### src/sfr_pkg.sv
// Package for the supply fault response block: register layout and timing
package sfr_pkg;

	// Policy word command code and field positions
	localparam logic [7:0]  POLICY_CMD       = 8'h23;
	localparam int          RETRY_NUM_LSB    = 0;
	localparam int          ACTION_LSB       = 3;
	localparam int          DELAY_LSB        = 5;
	localparam int          FREEZE_BIT       = 8;
	localparam int          MASK_BIT         = 9;
	localparam int          LINE_STATE_BIT   = 10;
	localparam int          RETRY_CNT_LSB    = 11;
	// Reset value: discharge-gated retry, zero retries, short delay
	localparam logic [15:0] POLICY_RESET     = 16'h0008;
	// Bits that software may write (15:14 reserved, 13:10 read only)
	localparam logic [15:0] POLICY_WR_MASK   = 16'h03ff;
	localparam logic [2:0]  RETRY_UNLIMITED  = 3'h7;
	localparam int          NUM_SUPPLIES     = 6;

	// Clock rate and retry delays in microseconds
	localparam int          CLK_MHZ          = 200;
	localparam longint      DLY_US_0         = 50;
	localparam longint      DLY_US_1         = 200000;
	localparam longint      DLY_US_2         = 410000;
	localparam longint      DLY_US_3         = 820000;
	localparam longint      DLY_US_4         = 1640000;
	localparam longint      DLY_US_5         = 3280000;
	localparam longint      DLY_US_6         = 6550000;
	localparam longint      DLY_US_7         = 13100000;
	// Shared timing line is dead after this many microseconds with no edge
	localparam longint      TIMING_LOSS_US   = 100;
	localparam int          TIMING_LOSS_CYC  = int'(TIMING_LOSS_US * CLK_MHZ);

	// Response action codes
	typedef enum logic [1:0] {
		SFR_ACT_CONTINUE  = 2'h0,
		SFR_ACT_DISCHARGE = 2'h1,
		SFR_ACT_DELAY     = 2'h2,
		SFR_ACT_BOTH      = 2'h3
	} sfr_action_e;

	// Fault sources from the rest of the sequencer
	typedef struct packed {
		logic seq;
		logic sup;
		logic ctl;
	} sfr_faults_s;

	// Register access strobe group
	typedef struct packed {
		logic        wr;
		logic [7:0]  cmd;
		logic [15:0] data;
	} sfr_wr_s;

endpackage : sfr_pkg

### src/sfr_fault_response.sv
// Fault response policy logic of a six-channel supply sequencer
// Contract
// Any fault pulls shared fault line low
// External pull-down or dead timing line: other fault
// Mask bit clear ignores external pull-downs
// Responded external pull-down drops all enables
// Freeze halts sequencing, keeps enables on
// Discharge retry waits for all supplies low
// Delay retry waits for delay, ignores voltages
// Delay code maps 50us up to 13.1s
// Combined retry needs discharge and delay
// Continue keeps running, line still pulled
// Retries limited to programmed number
// Read-only counter reports attempted retries
// Counter clears on every new sequence-up
// Status-clear command also clears counter
// Read-only bit shows fault line level
// Action field: continue, discharge, delay, both
// Retry number 0..6, code 7 unlimited
// At limit, fault leaves supplies off
// Delay starts after shutdown; count per retry
`timescale 1ns/1ps
module sfr_fault_response
	import sfr_pkg::*;
#(
	parameter longint DLY_SCALE_DIV = 1
) (
	// Clock and reset
	input  wire logic                    clk_i,
	input  wire logic                    sys_rst_i,
	// Register access
	input  wire sfr_wr_s                 reg_wr_i,
	input  wire logic                    status_clear_i,
	output logic [15:0]                  policy_rd_o,
	// Sequencer side
	input  wire sfr_faults_s             fault_i,
	input  wire logic                    seq_up_start_i,
	input  wire logic                    seq_enable_i,
	input  wire logic [NUM_SUPPLIES-1:0] seq_en_i,
	input  wire logic [NUM_SUPPLIES-1:0] discharged_i,
	output logic                         retry_start_o,
	output logic                         seq_halt_o,
	// Pins
	input  wire logic                    fault_line_i,
	output logic                         fault_line_o,
	output logic                         fault_line_oe_o,
	input  wire logic                    shared_timing_line_i,
	output logic [NUM_SUPPLIES-1:0]      supply_enable_out_o
);

	typedef enum logic [3:0] {
		ST_RUN    = 4'b0001,
		ST_FROZEN = 4'b0010,
		ST_WAIT   = 4'b0100,
		ST_LOCKED = 4'b1000
	} sfr_state_e;

	// Retry delay decode in cycles; every code shrinks under DLY_SCALE_DIV
	function automatic logic [31:0] delay_cycles(input logic [2:0] code);
		longint us;
		unique case (code)
			3'h0: us = DLY_US_0;
			3'h1: us = DLY_US_1;
			3'h2: us = DLY_US_2;
			3'h3: us = DLY_US_3;
			3'h4: us = DLY_US_4;
			3'h5: us = DLY_US_5;
			3'h6: us = DLY_US_6;
			3'h7: us = DLY_US_7;
		endcase
		return 32'((us * CLK_MHZ) / DLY_SCALE_DIV + 1);
	endfunction : delay_cycles

	// Pin synchronisers: stage one is read only by stage two
	logic line_s1_q, line_s2_q, tim_s1_q, tim_s2_q, tim_s3_q;
	always_ff @(posedge clk_i or posedge sys_rst_i) begin
		if (sys_rst_i) begin
			line_s1_q <= 1'b1;
			line_s2_q <= 1'b1;
			tim_s1_q  <= 1'b0;
			tim_s2_q  <= 1'b0;
			tim_s3_q  <= 1'b0;
		end else begin
			line_s1_q <= fault_line_i;
			line_s2_q <= line_s1_q;
			tim_s1_q  <= shared_timing_line_i;
			tim_s2_q  <= tim_s1_q;
			tim_s3_q  <= tim_s2_q; // Previous level for edge detect
		end
	end
	logic line_lvl, tim_lvl;
	assign line_lvl = line_s2_q;
	assign tim_lvl  = tim_s2_q;

	// Policy word, watchdog, state, counters
	logic [9:0]             pol_q, pol_d;
	logic [2:0]             cnt_q, cnt_d;
	logic [31:0]            dly_q, dly_d;
	logic [31:0]            wd_q, wd_d;
	logic                   drive_q, drive_d;
	logic [1:0]             drv_h_q, drv_h_d;
	logic                   retry_q, retry_d;
	sfr_state_e             st_q, st_d;
	sfr_action_e            act;
	logic                   int_fault, ext_fault, tim_dead, any_fault;
	logic                   lim_hit, dis_ok, dly_ok, go;

	assign act = sfr_action_e'(pol_q[ACTION_LSB +: 2]);
	// Own pull-down reaches line_lvl two cycles late through the synchroniser,
	// so drive history masks it; a pull that starts while we drive is missed
	assign ext_fault = pol_q[MASK_BIT] && !line_lvl && !drv_h_q[1];
	assign tim_dead  = (wd_q >= 32'(TIMING_LOSS_CYC));
	assign int_fault = fault_i.seq | fault_i.sup | fault_i.ctl;
	assign any_fault = int_fault | ext_fault | tim_dead;
	assign lim_hit   = (pol_q[RETRY_NUM_LSB +: 3] != RETRY_UNLIMITED) &&
		(cnt_q >= pol_q[RETRY_NUM_LSB +: 3]);
	assign dis_ok    = &discharged_i;
	assign dly_ok    = (dly_q == 32'h0);
	always_comb begin
		unique case (act)
			SFR_ACT_DISCHARGE: go = dis_ok;
			SFR_ACT_DELAY:     go = dly_ok;
			SFR_ACT_BOTH:      go = dis_ok && dly_ok;
			default:           go = 1'b0;
		endcase
	end

	// Next-state logic for the whole policy engine
	always_comb begin
		pol_d   = pol_q;
		cnt_d   = cnt_q;
		dly_d   = (dly_q != 32'h0) ? dly_q - 32'h1 : dly_q;
		wd_d    = (tim_lvl != tim_s3_q) ? 32'h0 :
			(tim_dead ? wd_q : wd_q + 32'h1);
		st_d    = st_q;
		retry_d = 1'b0;
		drive_d = any_fault;
		drv_h_d = {drv_h_q[0], drive_q};
		if (reg_wr_i.wr && reg_wr_i.cmd == POLICY_CMD)
			pol_d = reg_wr_i.data[9:0];
		unique case (st_q)
			ST_RUN: begin
				if (any_fault && !seq_up_start_i) begin
					if (pol_q[FREEZE_BIT])
						st_d = ST_FROZEN;
					else if (act != SFR_ACT_CONTINUE) begin
						// Enables drop next cycle, on the same edge that loads the delay
						st_d  = lim_hit ? ST_LOCKED : ST_WAIT;
						dly_d = delay_cycles(pol_q[DELAY_LSB +: 3]);
					end
				end
			end
			ST_WAIT: begin
				if (go) begin
					st_d    = ST_RUN;
					retry_d = 1'b1;
					cnt_d   = cnt_q + 3'h1;
				end
			end
			ST_FROZEN, ST_LOCKED: begin
			end
		endcase
		// A new sequence-up releases a halted engine
		if (seq_up_start_i) begin
			st_d  = ST_RUN;
			cnt_d = 3'h0;
		end
		if (status_clear_i)
			cnt_d = 3'h0;
	end

	always_ff @(posedge clk_i or posedge sys_rst_i) begin
		if (sys_rst_i) begin
			pol_q   <= POLICY_RESET[9:0];
			cnt_q   <= 3'h0;
			dly_q   <= 32'h0;
			wd_q    <= 32'h0;
			st_q    <= ST_RUN;
			retry_q <= 1'b0;
			drive_q <= 1'b0;
			drv_h_q <= 2'h0;
		end else begin
			pol_q   <= pol_d;
			cnt_q   <= cnt_d;
			dly_q   <= dly_d;
			wd_q    <= wd_d;
			st_q    <= st_d;
			retry_q <= retry_d;
			drive_q <= drive_d;
			drv_h_q <= drv_h_d;
		end
	end

	// Outputs: enables held on while frozen, forced low while shut down
	logic [NUM_SUPPLIES-1:0] frz_en_q;
	always_ff @(posedge clk_i or posedge sys_rst_i) begin
		if (sys_rst_i)
			frz_en_q <= '0;
		else if (st_q == ST_RUN)
			frz_en_q <= supply_enable_out_o; // Only outputs truly on stay on
	end
	always_comb begin
		unique case (st_q)
			ST_FROZEN: supply_enable_out_o = frz_en_q;
			ST_RUN:    supply_enable_out_o = seq_en_i & {NUM_SUPPLIES{seq_enable_i}};
			default:   supply_enable_out_o = '0;
		endcase
	end
	assign seq_halt_o      = (st_q != ST_RUN);
	assign retry_start_o   = retry_q;
	assign fault_line_o    = 1'b0;
	assign fault_line_oe_o = drive_q;
	assign policy_rd_o     = {2'h0, cnt_q, line_lvl, pol_q};
endmodule : sfr_fault_response

### config.mk
export PLATFORM = sky130hd
export DESIGN_NAME = sfr_fault_response
export DESIGN_NICKNAME = d
export VERILOG_FILES = /design/src/sfr_pkg.sv /design/src/sfr_fault_response.sv
export SDC_FILE = /design/constraint.sdc
export NUM_CORES = 1
export LEC_CHECK = 0
export BUFFER_PORTS_ARGS = -buffer_cell sky130_fd_sc_hd__buf_4
export CORE_AREA = 4 4 169 106
export DETAILED_ROUTE_END_ITERATION = 10
export DIE_AREA = 0 0 173 110
export GPL_TIMING_DRIVEN = 0
export PLACE_DENSITY = 0.59
export SLEW_MARGIN = 15
export SYNTH_ARGS = -nofsm -noshare
export SYNTH_HDL_FRONTEND = slang
export SYNTH_SLANG_ARGS = --single-unit
### constraint.sdc
create_clock -name clk_i -period 5.4 [get_ports clk_i]
set_clock_uncertainty 0.1 [all_clocks]
set_input_delay 1.08 -clock clk_i [delete_from_list [all_inputs] [get_ports clk_i]]
set_output_delay 1.08 -clock clk_i [all_outputs]
set_load 0.005 [all_outputs]
==> out/qor.log, run 1 <==
[floorplan] I/O Pins 73
[setup_path] startpoint type of the worst setup path register
[sta] share of the clock period used by the worst path after layout 91.6%
[cells_and_area] count of nets after finishing 877
[drt] first-pass iteration count of the detailed router 5
[floorplan] Die Height 110 um
[power] Worst VDD drop 0.189 mV
[synthesis] flip-flop and latch count after synthesis 96
[setup_path] launch point of the worst reg-to-reg path pol_q[6]
[synthesis] Synth async-reset ratio 100%
[cells_and_area] Core Util, Final 47.6%
[sta] measured slew at the worst slew-check pin 0.884 ns
[drt] drc violations 0
[global_route] via count of the first global-routing pass 5206
[setup_path] slowest CP cell sky130_fd_sc_hd__dfrtp_1
[global_route] largest net degree at the start of global routing 51
[drt] Via density 5.33
[setup_path] timing startpoint of the critical path pol_q[6]
[cts] clock transition time at the flip-flop clock pins of the worst setup and hold paths 0.08 ns
[synthesis] count of mapped cells out of synthesis 668
[hold_path] type of the tightest min-delay check reg2reg
[synthesis] Distinct cells, synth 65
[drt] number of violations reported at the end of detailed-routing iteration 0 299
[cts] TritonCTS sink count 96
[setup_path] buffers and inverters on the worst path 4
[placed_design] final RePlAce weighted congestion 0.858
[sta] Final Hold Vio Count 0
[sta] max frequency 202 MHz
[hold_path] startpoint of the tightest hold check path line_s1_q
[global_route] antenna violations before repair 0
[synthesis] Synthesis Warnings 0
[setup_path] Worst setup EP type register
[sta] smallest setup slack after layout 0.452 ns
[synthesis] number of enable-type register cells in the synthesized netlist 0
[placed_design] post-detail-place hpwl 12.4 mm
[setup_path] worst setup path category reg2reg
[placed_design] number of port buffers 63
[setup_path] Worst Path Max Fanout 11
[synthesis] Yosys top cell by area sky130_fd_sc_hd__dfrtp_1
[sta] number of pins exceeding their max-slew limit in the final report 0
[cts] count of hold-fix buffers inserted at cts 0
[cts] number of buffers created by CTS 9
[sta] Total Neg Setup Slack 0 ns
[global_route] residual overflow from global routing 0
[sta] time the worst path needs with I/O delays and setup 4.95 ns
[sta] count of final setup violators 0
[cells_and_area] area overhead of the layout relative to synthesis 16.3%
[floorplan] area inside the core boundary 16100 sq um
[global_route] all-layer global routing usage 17.4%
[drt] routed vias 5110
[synthesis] Area contributors post-synth sky130_fd_sc_hd__dfrtp_1 35%, sky130_fd_sc_hd__ha_1 14%, sky130_fd_sc_hd__xor2_1 5.3%
[synthesis] sequential element share of the synthesized area 36.5%
[cells_and_area] design area 7680 sq um
[sta] tightest slew margin relative to the limit 40.5%
[cts] Resize count post-CTS 0
[setup_path] crit path DAT 5.06 ns
[run] number of maximum-capacitance violations 0
[floorplan] Rows 36
[setup_path] biggest cell delay along the critical path 0.55 ns
[cells_and_area] fraction of layout cells with a size suffix above 1 16.1%
[cts] depth of the CTS H-tree 3
[cts] Clock Tree Root sky130_fd_sc_hd__clkbuf_16
[synthesis] average cell area after synthesis 9.89 sq um
[power] power density over cell area 333 nW/um^2
[floorplan] initial core utilization 41.0%
[cts] buffers from clock root to sink, at most 2
[sta] worst hold margin 0.263 ns
[synthesis] Post-synth top flop sky130_fd_sc_hd__dfrtp_1
[setup_path] Top Family by Delay on Critical Path adder cells
[cts] insertion delay to the later sink of the worst-skew pair 0.35 ns
[cells_and_area] ANT cells 0
[placed_design] standard cell area after detailed placement 7380 sq um
[placed_design] Placement Setup Slack 0.306 ns
[setup_path] Req. time, crit path 5.51 ns
[global_route] wire length of the first global-routing pass 26.8 mm
[drt] WL final 15.9 mm
[floorplan] horizontal die dimension 173 um
[synthesis] share of the synthesized area in the top cell type 34.9%
[power] leakage power 3.55 nW
[setup_path] cell breakdown of the critical path inv_1, ha_1, inv_1, o21ai_0, ha_1, inv_1, fa_1, inv_1, ha_1, ha_1, a311o_1, a41o_1, a2111oi_2, o21ai_1, xnor2_1, mux2i_1
[cts] number of post-CTS setup repair buffers 0
[synthesis] post-synthesis cell area 6600 sq um
[sta] setup repair after global routing missed its margin false
[outcome] outcome finished, final reports clean
[cts] CTS tree yes
[drt] WL/cell 16.5 um
[drt] count of antenna-violating nets left after detailed routing 0
[floorplan] area enclosed by the die boundary 19000 sq um
## path summary, 6_finish.rpt
| kind | end | slack, ns | cells after the start |
|---|---|---|---|
| max | dly_q[31] | 0.45 | 16 |
| min | line_lvl | 0.26 | 0 |
| max reg2reg | dly_q[31] | 0.45 | 16 |
| min reg2reg | line_lvl | 0.26 | 0 |
| max in group asynchronous | st_q[0] | 3.79 | 3 |
| min in group asynchronous | frz_en_q[1] | 0.71 | 2 |
## stage by stage
step | instances | total power, mW
after floorplan | 670 | 1.63
after global placement | 942 | 1.88
after detailed placement | 943 | 1.92
after CTS | 959 | 2.57
after global routing | 959 | 2.76
final | 959 | 2.56
## synthesized netlist by cell type (5+ instances only)
master                      n
sky130_fd_sc_hd__dfrtp_1   92
sky130_fd_sc_hd__a21oi_1   17
sky130_fd_sc_hd__a21o_1    15
sky130_fd_sc_hd__fa_1      12
sky130_fd_sc_hd__o21ai_0   28
sky130_fd_sc_hd__nand3_1   12
sky130_fd_sc_hd__o21ai_1   10
sky130_fd_sc_hd__and2_1    25
sky130_fd_sc_hd__nand2_1   53
sky130_fd_sc_hd__and3_1     6
sky130_fd_sc_hd__ha_1      73
sky130_fd_sc_hd__a31oi_1    6
sky130_fd_sc_hd__inv_1     41
sky130_fd_sc_hd__a211oi_1   6
sky130_fd_sc_hd__a22o_1     6
sky130_fd_sc_hd__nor4_1    14
sky130_fd_sc_hd__mux2i_1   12
sky130_fd_sc_hd__nor2_1    41
sky130_fd_sc_hd__nor2b_1    5
sky130_fd_sc_hd__buf_4      5
sky130_fd_sc_hd__nor3_1    12
sky130_fd_sc_hd__xnor2_1   24
sky130_fd_sc_hd__nand2b_1   6
sky130_fd_sc_hd__nand4_1   21
sky130_fd_sc_hd__clkbuf_1  14
sky130_fd_sc_hd__buf_2      5
sky130_fd_sc_hd__xor2_1    40
## area by class of cell
cell class | instances | area [sq um]
fillers | 1498 | 8440
multi-input cells | 508 | 3940
flip-flops and latches | 96 | 2410
repair buffers | 64 | 500
well taps | 209 | 262
clock buffers | 9 | 225
inverters | 42 | 160
plain buffers | 24 | 116
clock inverters | 7 | 67.6
## cells in the final DEF, fill, tap and decap left out, drive strengths merged, types with 3 or more instances in the layout
cell / synthesis / final
dfrtp: 92 / 92
nand2b: 7 / 7
a21oi: 18 / 18
fa: 12 / 12
buf: 10 / 74
a21o: 15 / 15
nor4: 16 / 16
clkbuf: 14 / 23
a211oi: 7 / 7
and2: 25 / 25
nor2: 42 / 42
nor4b: 3 / 3
nand4: 21 / 21
mux2i: 12 / 12
nand3b: 4 / 4
a22o: 6 / 6
or3: 4 / 4
and3: 6 / 6
o211ai: 3 / 3
o21ai: 38 / 38
or4: 3 / 3
nor2b: 5 / 5
xnor2: 24 / 24
inv: 42 / 48
o31ai: 3 / 3
a31oi: 6 / 6
dfstp: 4 / 4
conb: 1 / 3
xor2: 40 / 40
nor3: 14 / 14
nand2: 53 / 53
nand3: 12 / 12
nor3b: 3 / 3
mux2: 7 / 7
nand4b: 5 / 5
ha: 73 / 73
## flip-flops by register name, summed over array words and instances, names as in the netlist
name,flops
fault_line_oe_o,1
wd_q,32
line_s1_q,1
st_q,4
tim_s1_q,1
cnt_q,3
pol_q,10
line_lvl,1
dly_q,32
frz_en_q,6
drv_h_q,2
retry_start_o,1
tim_s3_q,1
tim_lvl,1
## cells by family after synthesis
logic type      synth area share [%]
fa+ha+maj                       17.5
compound gates                  10.9
xor+xnor                        8.49
buf+inv                         4.13
mux                             3.18
simple gates                    19.3
flops                           36.5
other cells                   0.0568
## power breakdown
group          switching, mW  total [mW]  leakage (nW)  internal [mW]
sequential            0.0796       0.883          1.17          0.804
combinational          0.579        1.04          2.24          0.460
clock                  0.308       0.636         0.143          0.328
total                  0.967        2.56          3.55           1.59
## routing by layer
layer / share of wire (%) / wire [um] / track usage, % / up-vias
met1: 54 / 8480 / 27.0 / 2457
met2: 39 / 6260 / 25.2 / 145
met5: 0 / 0 / 0 / -
met4: 0.62 / 98 / 2.90 / 0
met3: 6.4 / 1010 / 3.78 / 9
li1: - / - / - / 2499
No activity file was read; power rests on OpenSTA's default activity.
==> run 2, diff against run 1 <==
--- a/config.mk
+++ b/config.mk
@@ -5,12 +5,13 @@
 export SDC_FILE = /design/constraint.sdc
 export NUM_CORES = 1
 export LEC_CHECK = 0
+export ABC_AREA = 1
 export BUFFER_PORTS_ARGS = -buffer_cell sky130_fd_sc_hd__buf_4
-export CORE_AREA = 4 4 169 106
+export CORE_AREA = 2 2 173 107
 export DETAILED_ROUTE_END_ITERATION = 10
-export DIE_AREA = 0 0 173 110
+export DIE_AREA = 0 0 175 109
 export GPL_TIMING_DRIVEN = 0
-export PLACE_DENSITY = 0.59
+export PLACE_DENSITY = 0.58
 export SLEW_MARGIN = 15
 export SYNTH_ARGS = -nofsm -noshare
 export SYNTH_HDL_FRONTEND = slang
==> constraint.sdc (replaced) <==
create_clock -name clk_i -period 5.1 [get_ports clk_i]
set_clock_uncertainty 0.1 [all_clocks]
set_input_delay 1.02 -clock clk_i [delete_from_list [all_inputs] [get_ports clk_i]]
set_output_delay 1.02 -clock clk_i [all_outputs]
set_load 0.005 [all_outputs]
==> run 2 against run 1 <==
Maximum frequency rose by 14%; non-clock buffer count shrank 4; design area rose by 6.6%; largest cell class unchanged; worst hold slack worse by 0.0094 ns; cell count is 28% higher; first-iteration DRC count is 83% higher; core utilization decreased by 1.2 points; critical path depth is 1 higher; register-to-register slack improved by 0.31 ns; via count grew 19%; sequential share of layout area is 1.9 points lower; combinational power fell by 32%.
==> out/qor.log, run 2 <==
[cts] count of hold-fix buffers inserted at cts 0 [unchanged]
[cts] insertion delay to the later sink of the worst-skew pair 0.35 ns [about the same]
[sta] share of the clock period used by the worst path after layout 85.1% [-6.5 points]
[sta] max frequency 230 MHz [+14%]
[placed_design] post-detail-place hpwl 14.4 mm [+16%]
[cells_and_area] area overhead of the layout relative to synthesis 15.9%
[floorplan] area inside the core boundary 17600 sq um [+9.4%]
[cts] buffers from clock root to sink, at most 2 [unchanged]
[setup_path] number of cells traversed by the worst register-to-register path 17 [+1]
[synthesis] sequential element share of the synthesized area 34.1% [-2.4 points]
[sta] Final Hold Vio Count 0 [unchanged]
[power] share of total power in the clock network 28.9% [+4.0 points]
[drt] number of violations reported at the end of detailed-routing iteration 0 547 [+83%]
[sta] measured slew at the worst slew-check pin 0.785 ns [-0.0989 ns]
[power] Worst VDD drop 0.173 mV [-8.8%]
[placed_design] number of port buffers 63 [unchanged]
[placed_design] final RePlAce weighted congestion 0.897 [+4.7%]
[synthesis] top-count cell post-synth sky130_fd_sc_hd__nand2_1
[cts] number of post-CTS setup repair buffers 0 [unchanged]
[cts] clock transition time at the flip-flop clock pins of the worst setup and hold paths 0.08 ns [about the same]
[cts] CTS tree yes
[sta] Total Neg Setup Slack 0 ns [unchanged]
[drt] first-pass iteration count of the detailed router 5 [unchanged]
[setup_path] worst setup path category reg2reg
[cells_and_area] count of fill cells added during filler insertion 1736 [+16%]
[drt] drc violations 0 [unchanged]
[sta] number of pins exceeding their max-slew limit in the final report 0 [unchanged]
[floorplan] Rows 38 [+5.6%]
[power] relative contribution of sequential cells to total power 41.6% [+7.1 points]
[setup_path] startpoint type of the worst setup path register
[floorplan] I/O Pins 73 [unchanged]
[drt] count of antenna-violating nets left after detailed routing 0 [unchanged]
[cells_and_area] Core Util, Final 46.4% [-1.2 points]
[floorplan] area enclosed by the die boundary 19100 sq um [+0.24%]
[setup_path] launch point of the worst reg-to-reg path pol_q[6]
[drt] routed vias 6086 [+19%]
[drt] WL/cell 14.5 um [-13%]
[setup_path] Worst setup EP type register
[power] internal power contribution 1.49 mW [-6.1%]
[global_route] antenna violations before repair 0 [unchanged]
[sta] count of final setup violators 0 [unchanged]
[power] share of power burned in combinational logic 29.6% [-11 points]
[global_route] residual overflow from global routing 0 [unchanged]
[synthesis] Area contributors post-synth sky130_fd_sc_hd__dfrtp_1 33%, sky130_fd_sc_hd__ha_1 13%, sky130_fd_sc_hd__nand2_1 8.6%
[outcome] outcome finished, final reports clean
[floorplan] Die Height 109 um [-0.91%]
[setup_path] setup slack of the worst register-to-register path 0.76 ns [+0.31 ns]
[sta] setup repair after global routing missed its margin false
[cts] TritonCTS sink count 96 [unchanged]
[sta] tightest slew margin relative to the limit 47.3% [+6.8 points]
[cts] number of buffers created by CTS 9 [unchanged]
[power] leakage power 4.23 nW [+19%]
[cells_and_area] fraction of layout cells with a size suffix above 1 14.2% [-1.9 points]
[setup_path] Worst Path Max Fanout 8 [-3]
[cells_and_area] most frequent standard cell in the layout excluding fill and tap cells sky130_fd_sc_hd__nand2_1
[synthesis] Synth async-reset ratio 100% [unchanged]
[global_route] via count of the first global-routing pass 5504 [+5.7%]
[drt] Via density 4.94 [-7.2%]
[drt] WL final 17.8 mm [+12%]
[cts] Resize count post-CTS 0 [unchanged]
[sta] time the worst path needs with I/O delays and setup 4.34 ns [-0.607 ns]
[setup_path] Req. time, crit path 5.25 ns [-0.26 ns]
[synthesis] Distinct cells, synth 50 [-23%]
[floorplan] initial core utilization 40.1% [-0.89 points]
[cells_and_area] count of nets after finishing 1118 [+27%]
[synthesis] Yosys top cell by area sky130_fd_sc_hd__dfrtp_1
[power] Sw Pwr 0.878 mW [-9.2%]
[global_route] wire length of the first global-routing pass 29.8 mm [+11%]
[synthesis] Synthesis Warnings 0 [unchanged]
[cells_and_area] commonest cells after routing, fill and taps aside 162 x sky130_fd_sc_hd__nand2_1, 134 x sky130_fd_sc_hd__nor2_1, 114 x sky130_fd_sc_hd__inv_1
[run] number of maximum-capacitance violations 0 [unchanged]
[setup_path] capture instance of the worst register-to-register path dly_q[31]
[hold_path] count of cells along the worst hold path 0 [unchanged]
[synthesis] share of the synthesized area in the top cell type 32.6% [-2.3 points]
[hold_path] endpoint of the worst hold path drv_h_q[1]
[global_route] all-layer global routing usage 19.9% [+2.5 points]
[power] power density over cell area 290 nW/um^2 [-13%]
[synthesis] most instantiated cells after synthesis 162 x sky130_fd_sc_hd__nand2_1, 134 x sky130_fd_sc_hd__nor2_1, 115 x sky130_fd_sc_hd__inv_1, 92 x sky130_fd_sc_hd__dfrtp_1, 73 x sky130_fd_sc_hd__ha_1
[cts] Clock Tree Root sky130_fd_sc_hd__clkbuf_16
[cts] depth of the CTS H-tree 3 [unchanged]
[synthesis] count of mapped cells out of synthesis 909 [+36%]
[cells_and_area] leading registers by flop count dly_q: 32 flops, wd_q: 32 flops, pol_q: 10 flops
[cells_and_area] ANT cells 0 [unchanged]
[power] net switching share of the total power 37.0% [-0.76 points]
[synthesis] flip-flop and latch count after synthesis 96 [unchanged]
[hold_path] startpoint of the tightest hold check path drv_h_q[0]
[setup_path] crit path DAT 4.49 ns [-0.57 ns]
[global_route] largest net degree at the start of global routing 78 [+53%]
[floorplan] horizontal die dimension 175 um [+1.2%]
[synthesis] post-synthesis cell area 7070 sq um [+7.0%]
[synthesis] Post-synth top flop sky130_fd_sc_hd__dfrtp_1
[synthesis] average cell area after synthesis 7.77 sq um [-21%]
[synthesis] number of enable-type register cells in the synthesized netlist 0 [unchanged]
[hold_path] type of the tightest min-delay check reg2reg
## run 2: cell types whose count changed after synthesis, sizes merged, moves of 12 or more
| cell | change |
|---|---|
| and2 | -24 |
| nand3 | +61 |
| nand2 | +116 |
| a21o | -12 |
| nor2 | +99 |
| o21ai | +24 |
| mux2i | -12 |
| xor2 | -22 |
| inv | +85 |
## run 2: kinds of logic after synthesis
family	share of synthesized area (%)
AND/OR/NAND/NOR	26.0
buffers and inverters	8.60
other	0.0531
flip-flops	34.1
XOR/XNOR	4.59
adder cells (fa/ha/maj)	16.3
multiplexers	1.59
AO/OA/AOI/OAI	8.73
## run 2: per-stage QoR
stage / total power, mW / cells / hold WS (ns) / area, sq um / setup slack [ns]
CTS: 2.38 / 1231 / 0.255 / 8190 / 0.750
global route: 2.54 / 1231 / 0.264 / 8190 / 0.435
floorplan: 1.48 / 911 / 0.231 / 7070 / 1.44
finish: 2.37 / 1231 / 0.253 / 8190 / 0.759
detailed placement: 1.69 / 1215 / 0.236 / 7880 / 0.802
global placement: 1.68 / 1214 / 0.231 / 7850 / 0.159
## run 2: power groups by stage
stage               combinational [mW]  sequential, mW  clock [mW]
finish                           0.702           0.986       0.684
global route                     0.809            1.00       0.732
CTS                              0.699           0.982       0.702
detailed placement               0.692           0.996           0
global placement                 0.684           0.996           0
floorplan                        0.512           0.965           0
## run 2: worst max path at each step
| stage | startpoint | to | cells past startpoint |
|---|---|---|---|
| after floorplan | pol_q[6] | dly_q[31] | 17 |
| after global placement | sys_rst_i | pol_q[7] | 2 |
| after detailed placement | pol_q[5] | dly_q[31] | 19 |
| after CTS | pol_q[5] | dly_q[31] | 19 |
| after global routing | pol_q[5] | dly_q[31] | 19 |
| final | pol_q[6] | dly_q[31] | 17 |
## run 2: routing by layer
metal / track usage [%] / up-vias / routed length (um)
met3: 3.63 / 8 / 1430
met1: 35.1 / 2783 / 10300
met2: 23.9 / 195 / 5990
li1: - / 3100 / -
met4: 2.68 / 0 / 73
met5: 0 / - / 0
## run 2: critical path, stage by stage (launching register included)
cell and delay (ns):
sky130_fd_sc_hd__dfrtp_1 0.56, sky130_fd_sc_hd__inv_2 0.16, sky130_fd_sc_hd__ha_1 0.29, sky130_fd_sc_hd__o21ai_1 0.66, sky130_fd_sc_hd__ha_1 0.31, sky130_fd_sc_hd__fa_1 0.42
sky130_fd_sc_hd__ha_1 0.31, sky130_fd_sc_hd__ha_1 0.40, sky130_fd_sc_hd__nand3_1 0.10, sky130_fd_sc_hd__nor2_1 0.05, sky130_fd_sc_hd__o21ai_0 0.28, sky130_fd_sc_hd__a21oi_1 0.13
sky130_fd_sc_hd__nor2_1 0.16, sky130_fd_sc_hd__nand2_1 0.07, sky130_fd_sc_hd__nand2_1 0.06, sky130_fd_sc_hd__nand3_1 0.08, sky130_fd_sc_hd__nand2_1 0.07, sky130_fd_sc_hd__inv_1 0.04
## run 2: area by class of cell
cell class / count / area [sq um] / share of cell area (%)
multi-input cells: 667 / 4060 / 49.6
flip-flops and latches: 96 / 2410 / 29.4
repair buffers: 64 / 500 / 6.11
inverters: 128 / 490 / 5.99
well taps: 240 / 300 / 3.67
clock buffers: 9 / 225 / 2.75
plain buffers: 20 / 123 / 1.50
clock inverters: 7 / 83.8 / 1.02
==> run 3, diff against run 2 <==
--- a/config.mk
+++ b/config.mk
@@ -11,7 +11,9 @@
 export DETAILED_ROUTE_END_ITERATION = 10
 export DIE_AREA = 0 0 175 109
 export GPL_TIMING_DRIVEN = 0
+export MAX_ROUTING_LAYER = met4
 export PLACE_DENSITY = 0.58
+export REMOVE_ABC_BUFFERS = 1
 export SLEW_MARGIN = 15
 export SYNTH_ARGS = -nofsm -noshare
 export SYNTH_HDL_FRONTEND = slang
==> run 3 against run 2 <==
First-iteration DRC count shrank 27%; wire length is 3.9% lower; cell count is 1.6% lower; setup slack got worse by 0.31 ns; non-clock buffer count shrank 20; core utilization fell by 0.85 points; sequential share of layout area rose by 0.55 points; design area fell by 1.8%; worst hold slack worse by 0.0046 ns; via count down 2.2%; critical endpoint unchanged.
==> out/qor.log, run 3 (same netlist as run 2, synthesis figures left out) <==
[cells_and_area] ANT cells 0 [unchanged]
[cells_and_area] fraction of layout cells with a size suffix above 1 13.3% [-0.94 points]
[floorplan] area inside the core boundary 17600 sq um [unchanged]
[drt] WL final 17.1 mm [-3.9%]
[drt] first-pass iteration count of the detailed router 5 [unchanged]
[global_route] wire length of the first global-routing pass 29.0 mm [-2.6%]
[drt] WL/cell 14.1 um [-2.3%]
[drt] routed vias 5952 [-2.2%]
[drt] drc violations 0 [unchanged]
[sta] Total Neg Setup Slack 0 ns [unchanged]
[hold_path] endpoint of the worst hold path drv_h_q[1]
[floorplan] horizontal die dimension 175 um [unchanged]
[setup_path] number of cells traversed by the worst register-to-register path 17 [unchanged]
[sta] Final Hold Vio Count 0 [unchanged]
[cells_and_area] most frequent standard cell in the layout excluding fill and tap cells sky130_fd_sc_hd__nand2_1
[floorplan] I/O Pins 73 [unchanged]
[sta] number of pins exceeding their max-slew limit in the final report 0 [unchanged]
[floorplan] area enclosed by the die boundary 19100 sq um [unchanged]
[cts] insertion delay to the later sink of the worst-skew pair 0.34 ns [about the same]
[power] post-layout total power 2.32 mW [-2.0%]
[setup_path] capture instance of the worst register-to-register path dly_q[31]
[floorplan] Rows 38 [unchanged]
[cells_and_area] count of nets after finishing 1098 [-1.8%]
[global_route] residual overflow from global routing 0 [unchanged]
[cells_and_area] design area 8040 sq um [-1.8%]
[setup_path] crit path DAT 4.79 ns [+0.30 ns]
[placed_design] standard cell area after detailed placement 7760 sq um [-1.6%]
[global_route] via count of the first global-routing pass 5581 [+1.4%]
[global_route] largest net degree at the start of global routing 72 [-7.7%]
[setup_path] Worst Path Max Fanout 8 [unchanged]
[setup_path] Worst setup EP type register
[power] power density over cell area 289 nW/um^2 [-0.21%]
[setup_path] Req. time, crit path 5.24 ns [about the same]
[cts] buffers from clock root to sink, at most 2 [unchanged]
[cts] clock transition time at the flip-flop clock pins of the worst setup and hold paths 0.07 ns [about the same]
[cts] count of hold-fix buffers inserted at cts 0 [unchanged]
[drt] count of antenna-violating nets left after detailed routing 0 [unchanged]
[floorplan] Die Height 109 um [unchanged]
[placed_design] Placement Setup Slack 0.440 ns [-0.362 ns]
[sta] tightest slew margin relative to the limit 27.1% [-20 points]
[placed_design] final RePlAce weighted congestion 0.910 [+1.4%]
[cts] Resize count post-CTS 0 [unchanged]
[setup_path] launch point of the worst reg-to-reg path pol_q[6]
[cts] TritonCTS sink count 96 [unchanged]
[cts] depth of the CTS H-tree 3 [unchanged]
[placed_design] number of port buffers 63 [unchanged]
[sta] setup repair after global routing missed its margin false
[run] number of maximum-capacitance violations 0 [unchanged]
[outcome] outcome finished, final reports clean
[drt] Via density 4.91 [-0.59%]
[power] Worst VDD drop 0.156 mV [-9.7%]
[sta] max frequency 215 MHz [-6.7%]
[hold_path] type of the tightest min-delay check reg2reg
[drt] number of violations reported at the end of detailed-routing iteration 0 402 [-27%]
[setup_path] startpoint type of the worst setup path register
[cells_and_area] leading registers by flop count dly_q: 32 flops, wd_q: 32 flops, pol_q: 10 flops
[placed_design] post-detail-place hpwl 13.5 mm [-5.9%]
[sta] time the worst path needs with I/O delays and setup 4.65 ns [+0.313 ns]
[cells_and_area] area overhead of the layout relative to synthesis 13.8%
[sta] measured slew at the worst slew-check pin 1.08 ns [+0.297 ns]
[global_route] antenna violations before repair 0 [unchanged]
[cts] number of buffers created by CTS 9 [unchanged]
[hold_path] startpoint of the tightest hold check path drv_h_q[0]
[sta] count of final setup violators 0 [unchanged]
[cts] CTS tree yes
[sta] smallest setup slack after layout 0.445 ns [-0.313 ns]
[cells_and_area] commonest cells after routing, fill and taps aside 161 x sky130_fd_sc_hd__nand2_1, 134 x sky130_fd_sc_hd__nor2_1, 114 x sky130_fd_sc_hd__inv_1
[setup_path] setup slack of the worst register-to-register path 0.45 ns [-0.31 ns]
[power] leakage power 4.14 nW [-1.9%]
[global_route] all-layer global routing usage 19.8% [-0.088 points]
[cts] number of post-CTS setup repair buffers 0 [unchanged]
[cells_and_area] count of fill cells added during filler insertion 1771 [+2.0%]
[floorplan] initial core utilization 40.1% [unchanged]
[cells_and_area] Core Util, Final 45.6% [-0.85 points]
[setup_path] worst setup path category reg2reg
[hold_path] count of cells along the worst hold path 0 [unchanged]
[sta] share of the clock period used by the worst path after layout 91.3% [+6.1 points]
[cts] Clock Tree Root sky130_fd_sc_hd__clkbuf_16
## run 3: final cells by class
class	instances	area, sq um	share of cell area [%]
Clock buffer	10	229	2.85
Clock inverter	6	50.0	0.623
Inverter	128	490	6.10
Multi-Input combinational cell	667	4060	50.5
Sequential cell	96	2410	29.9
Tap cell	240	300	3.74
Timing Repair Buffer	64	500	6.23
## run 3: metrics by stage
step                      hold WS (ns)  cells
final                            0.249   1211
after global routing             0.268   1211
after CTS                        0.252   1211
after detailed placement         0.236   1195
after global placement           0.233   1194
after floorplan                  0.231    891
## run 3: how the worst max path moves through the flow
stage                     startpoint        end  depth (start not counted)
after floorplan             pol_q[6]  dly_q[31]                         17
after global placement     sys_rst_i   pol_q[6]                          2
after detailed placement    pol_q[7]  dly_q[31]                         21
after CTS                   pol_q[7]  dly_q[31]                         21
after global routing        pol_q[6]  dly_q[31]                         17
final                       pol_q[6]  dly_q[31]                         17
## run 3: critical path, stage by stage (launching register included)
cell and delay [ns]:
sky130_fd_sc_hd__dfrtp_1 0.56, sky130_fd_sc_hd__inv_2 0.16, sky130_fd_sc_hd__ha_1 0.30, sky130_fd_sc_hd__o21ai_0 0.88, sky130_fd_sc_hd__ha_1 0.35, sky130_fd_sc_hd__fa_1 0.43
sky130_fd_sc_hd__ha_1 0.31, sky130_fd_sc_hd__ha_1 0.39, sky130_fd_sc_hd__nand3_1 0.10, sky130_fd_sc_hd__nor2_1 0.05, sky130_fd_sc_hd__o21ai_0 0.31, sky130_fd_sc_hd__a21oi_1 0.14
sky130_fd_sc_hd__nor2_1 0.14, sky130_fd_sc_hd__nand2_1 0.06, sky130_fd_sc_hd__nand2_1 0.06, sky130_fd_sc_hd__nand3_1 0.10, sky130_fd_sc_hd__nand2_1 0.09, sky130_fd_sc_hd__inv_1 0.03
## run 3: power breakdown
part | switching, mW | internal [mW] | total (mW)
logic | 0.422 | 0.268 | 0.690
registers | 0.117 | 0.872 | 0.989
clock network | 0.307 | 0.338 | 0.645
total | 0.846 | 1.48 | 2.32
## run 3: per-layer routing
layer | share of wire (%) | wire [um] | vias to the layer above | GRT usage [%]
met5 | 0 | 0 | - | -
met4 | 0.45 | 77 | 0 | 2.50
met3 | 5.4 | 917 | 7 | 3.38
met2 | 35 | 6020 | 155 | 24.6
met1 | 59 | 10100 | 2730 | 32.8
li1 | - | - | 3060 | -
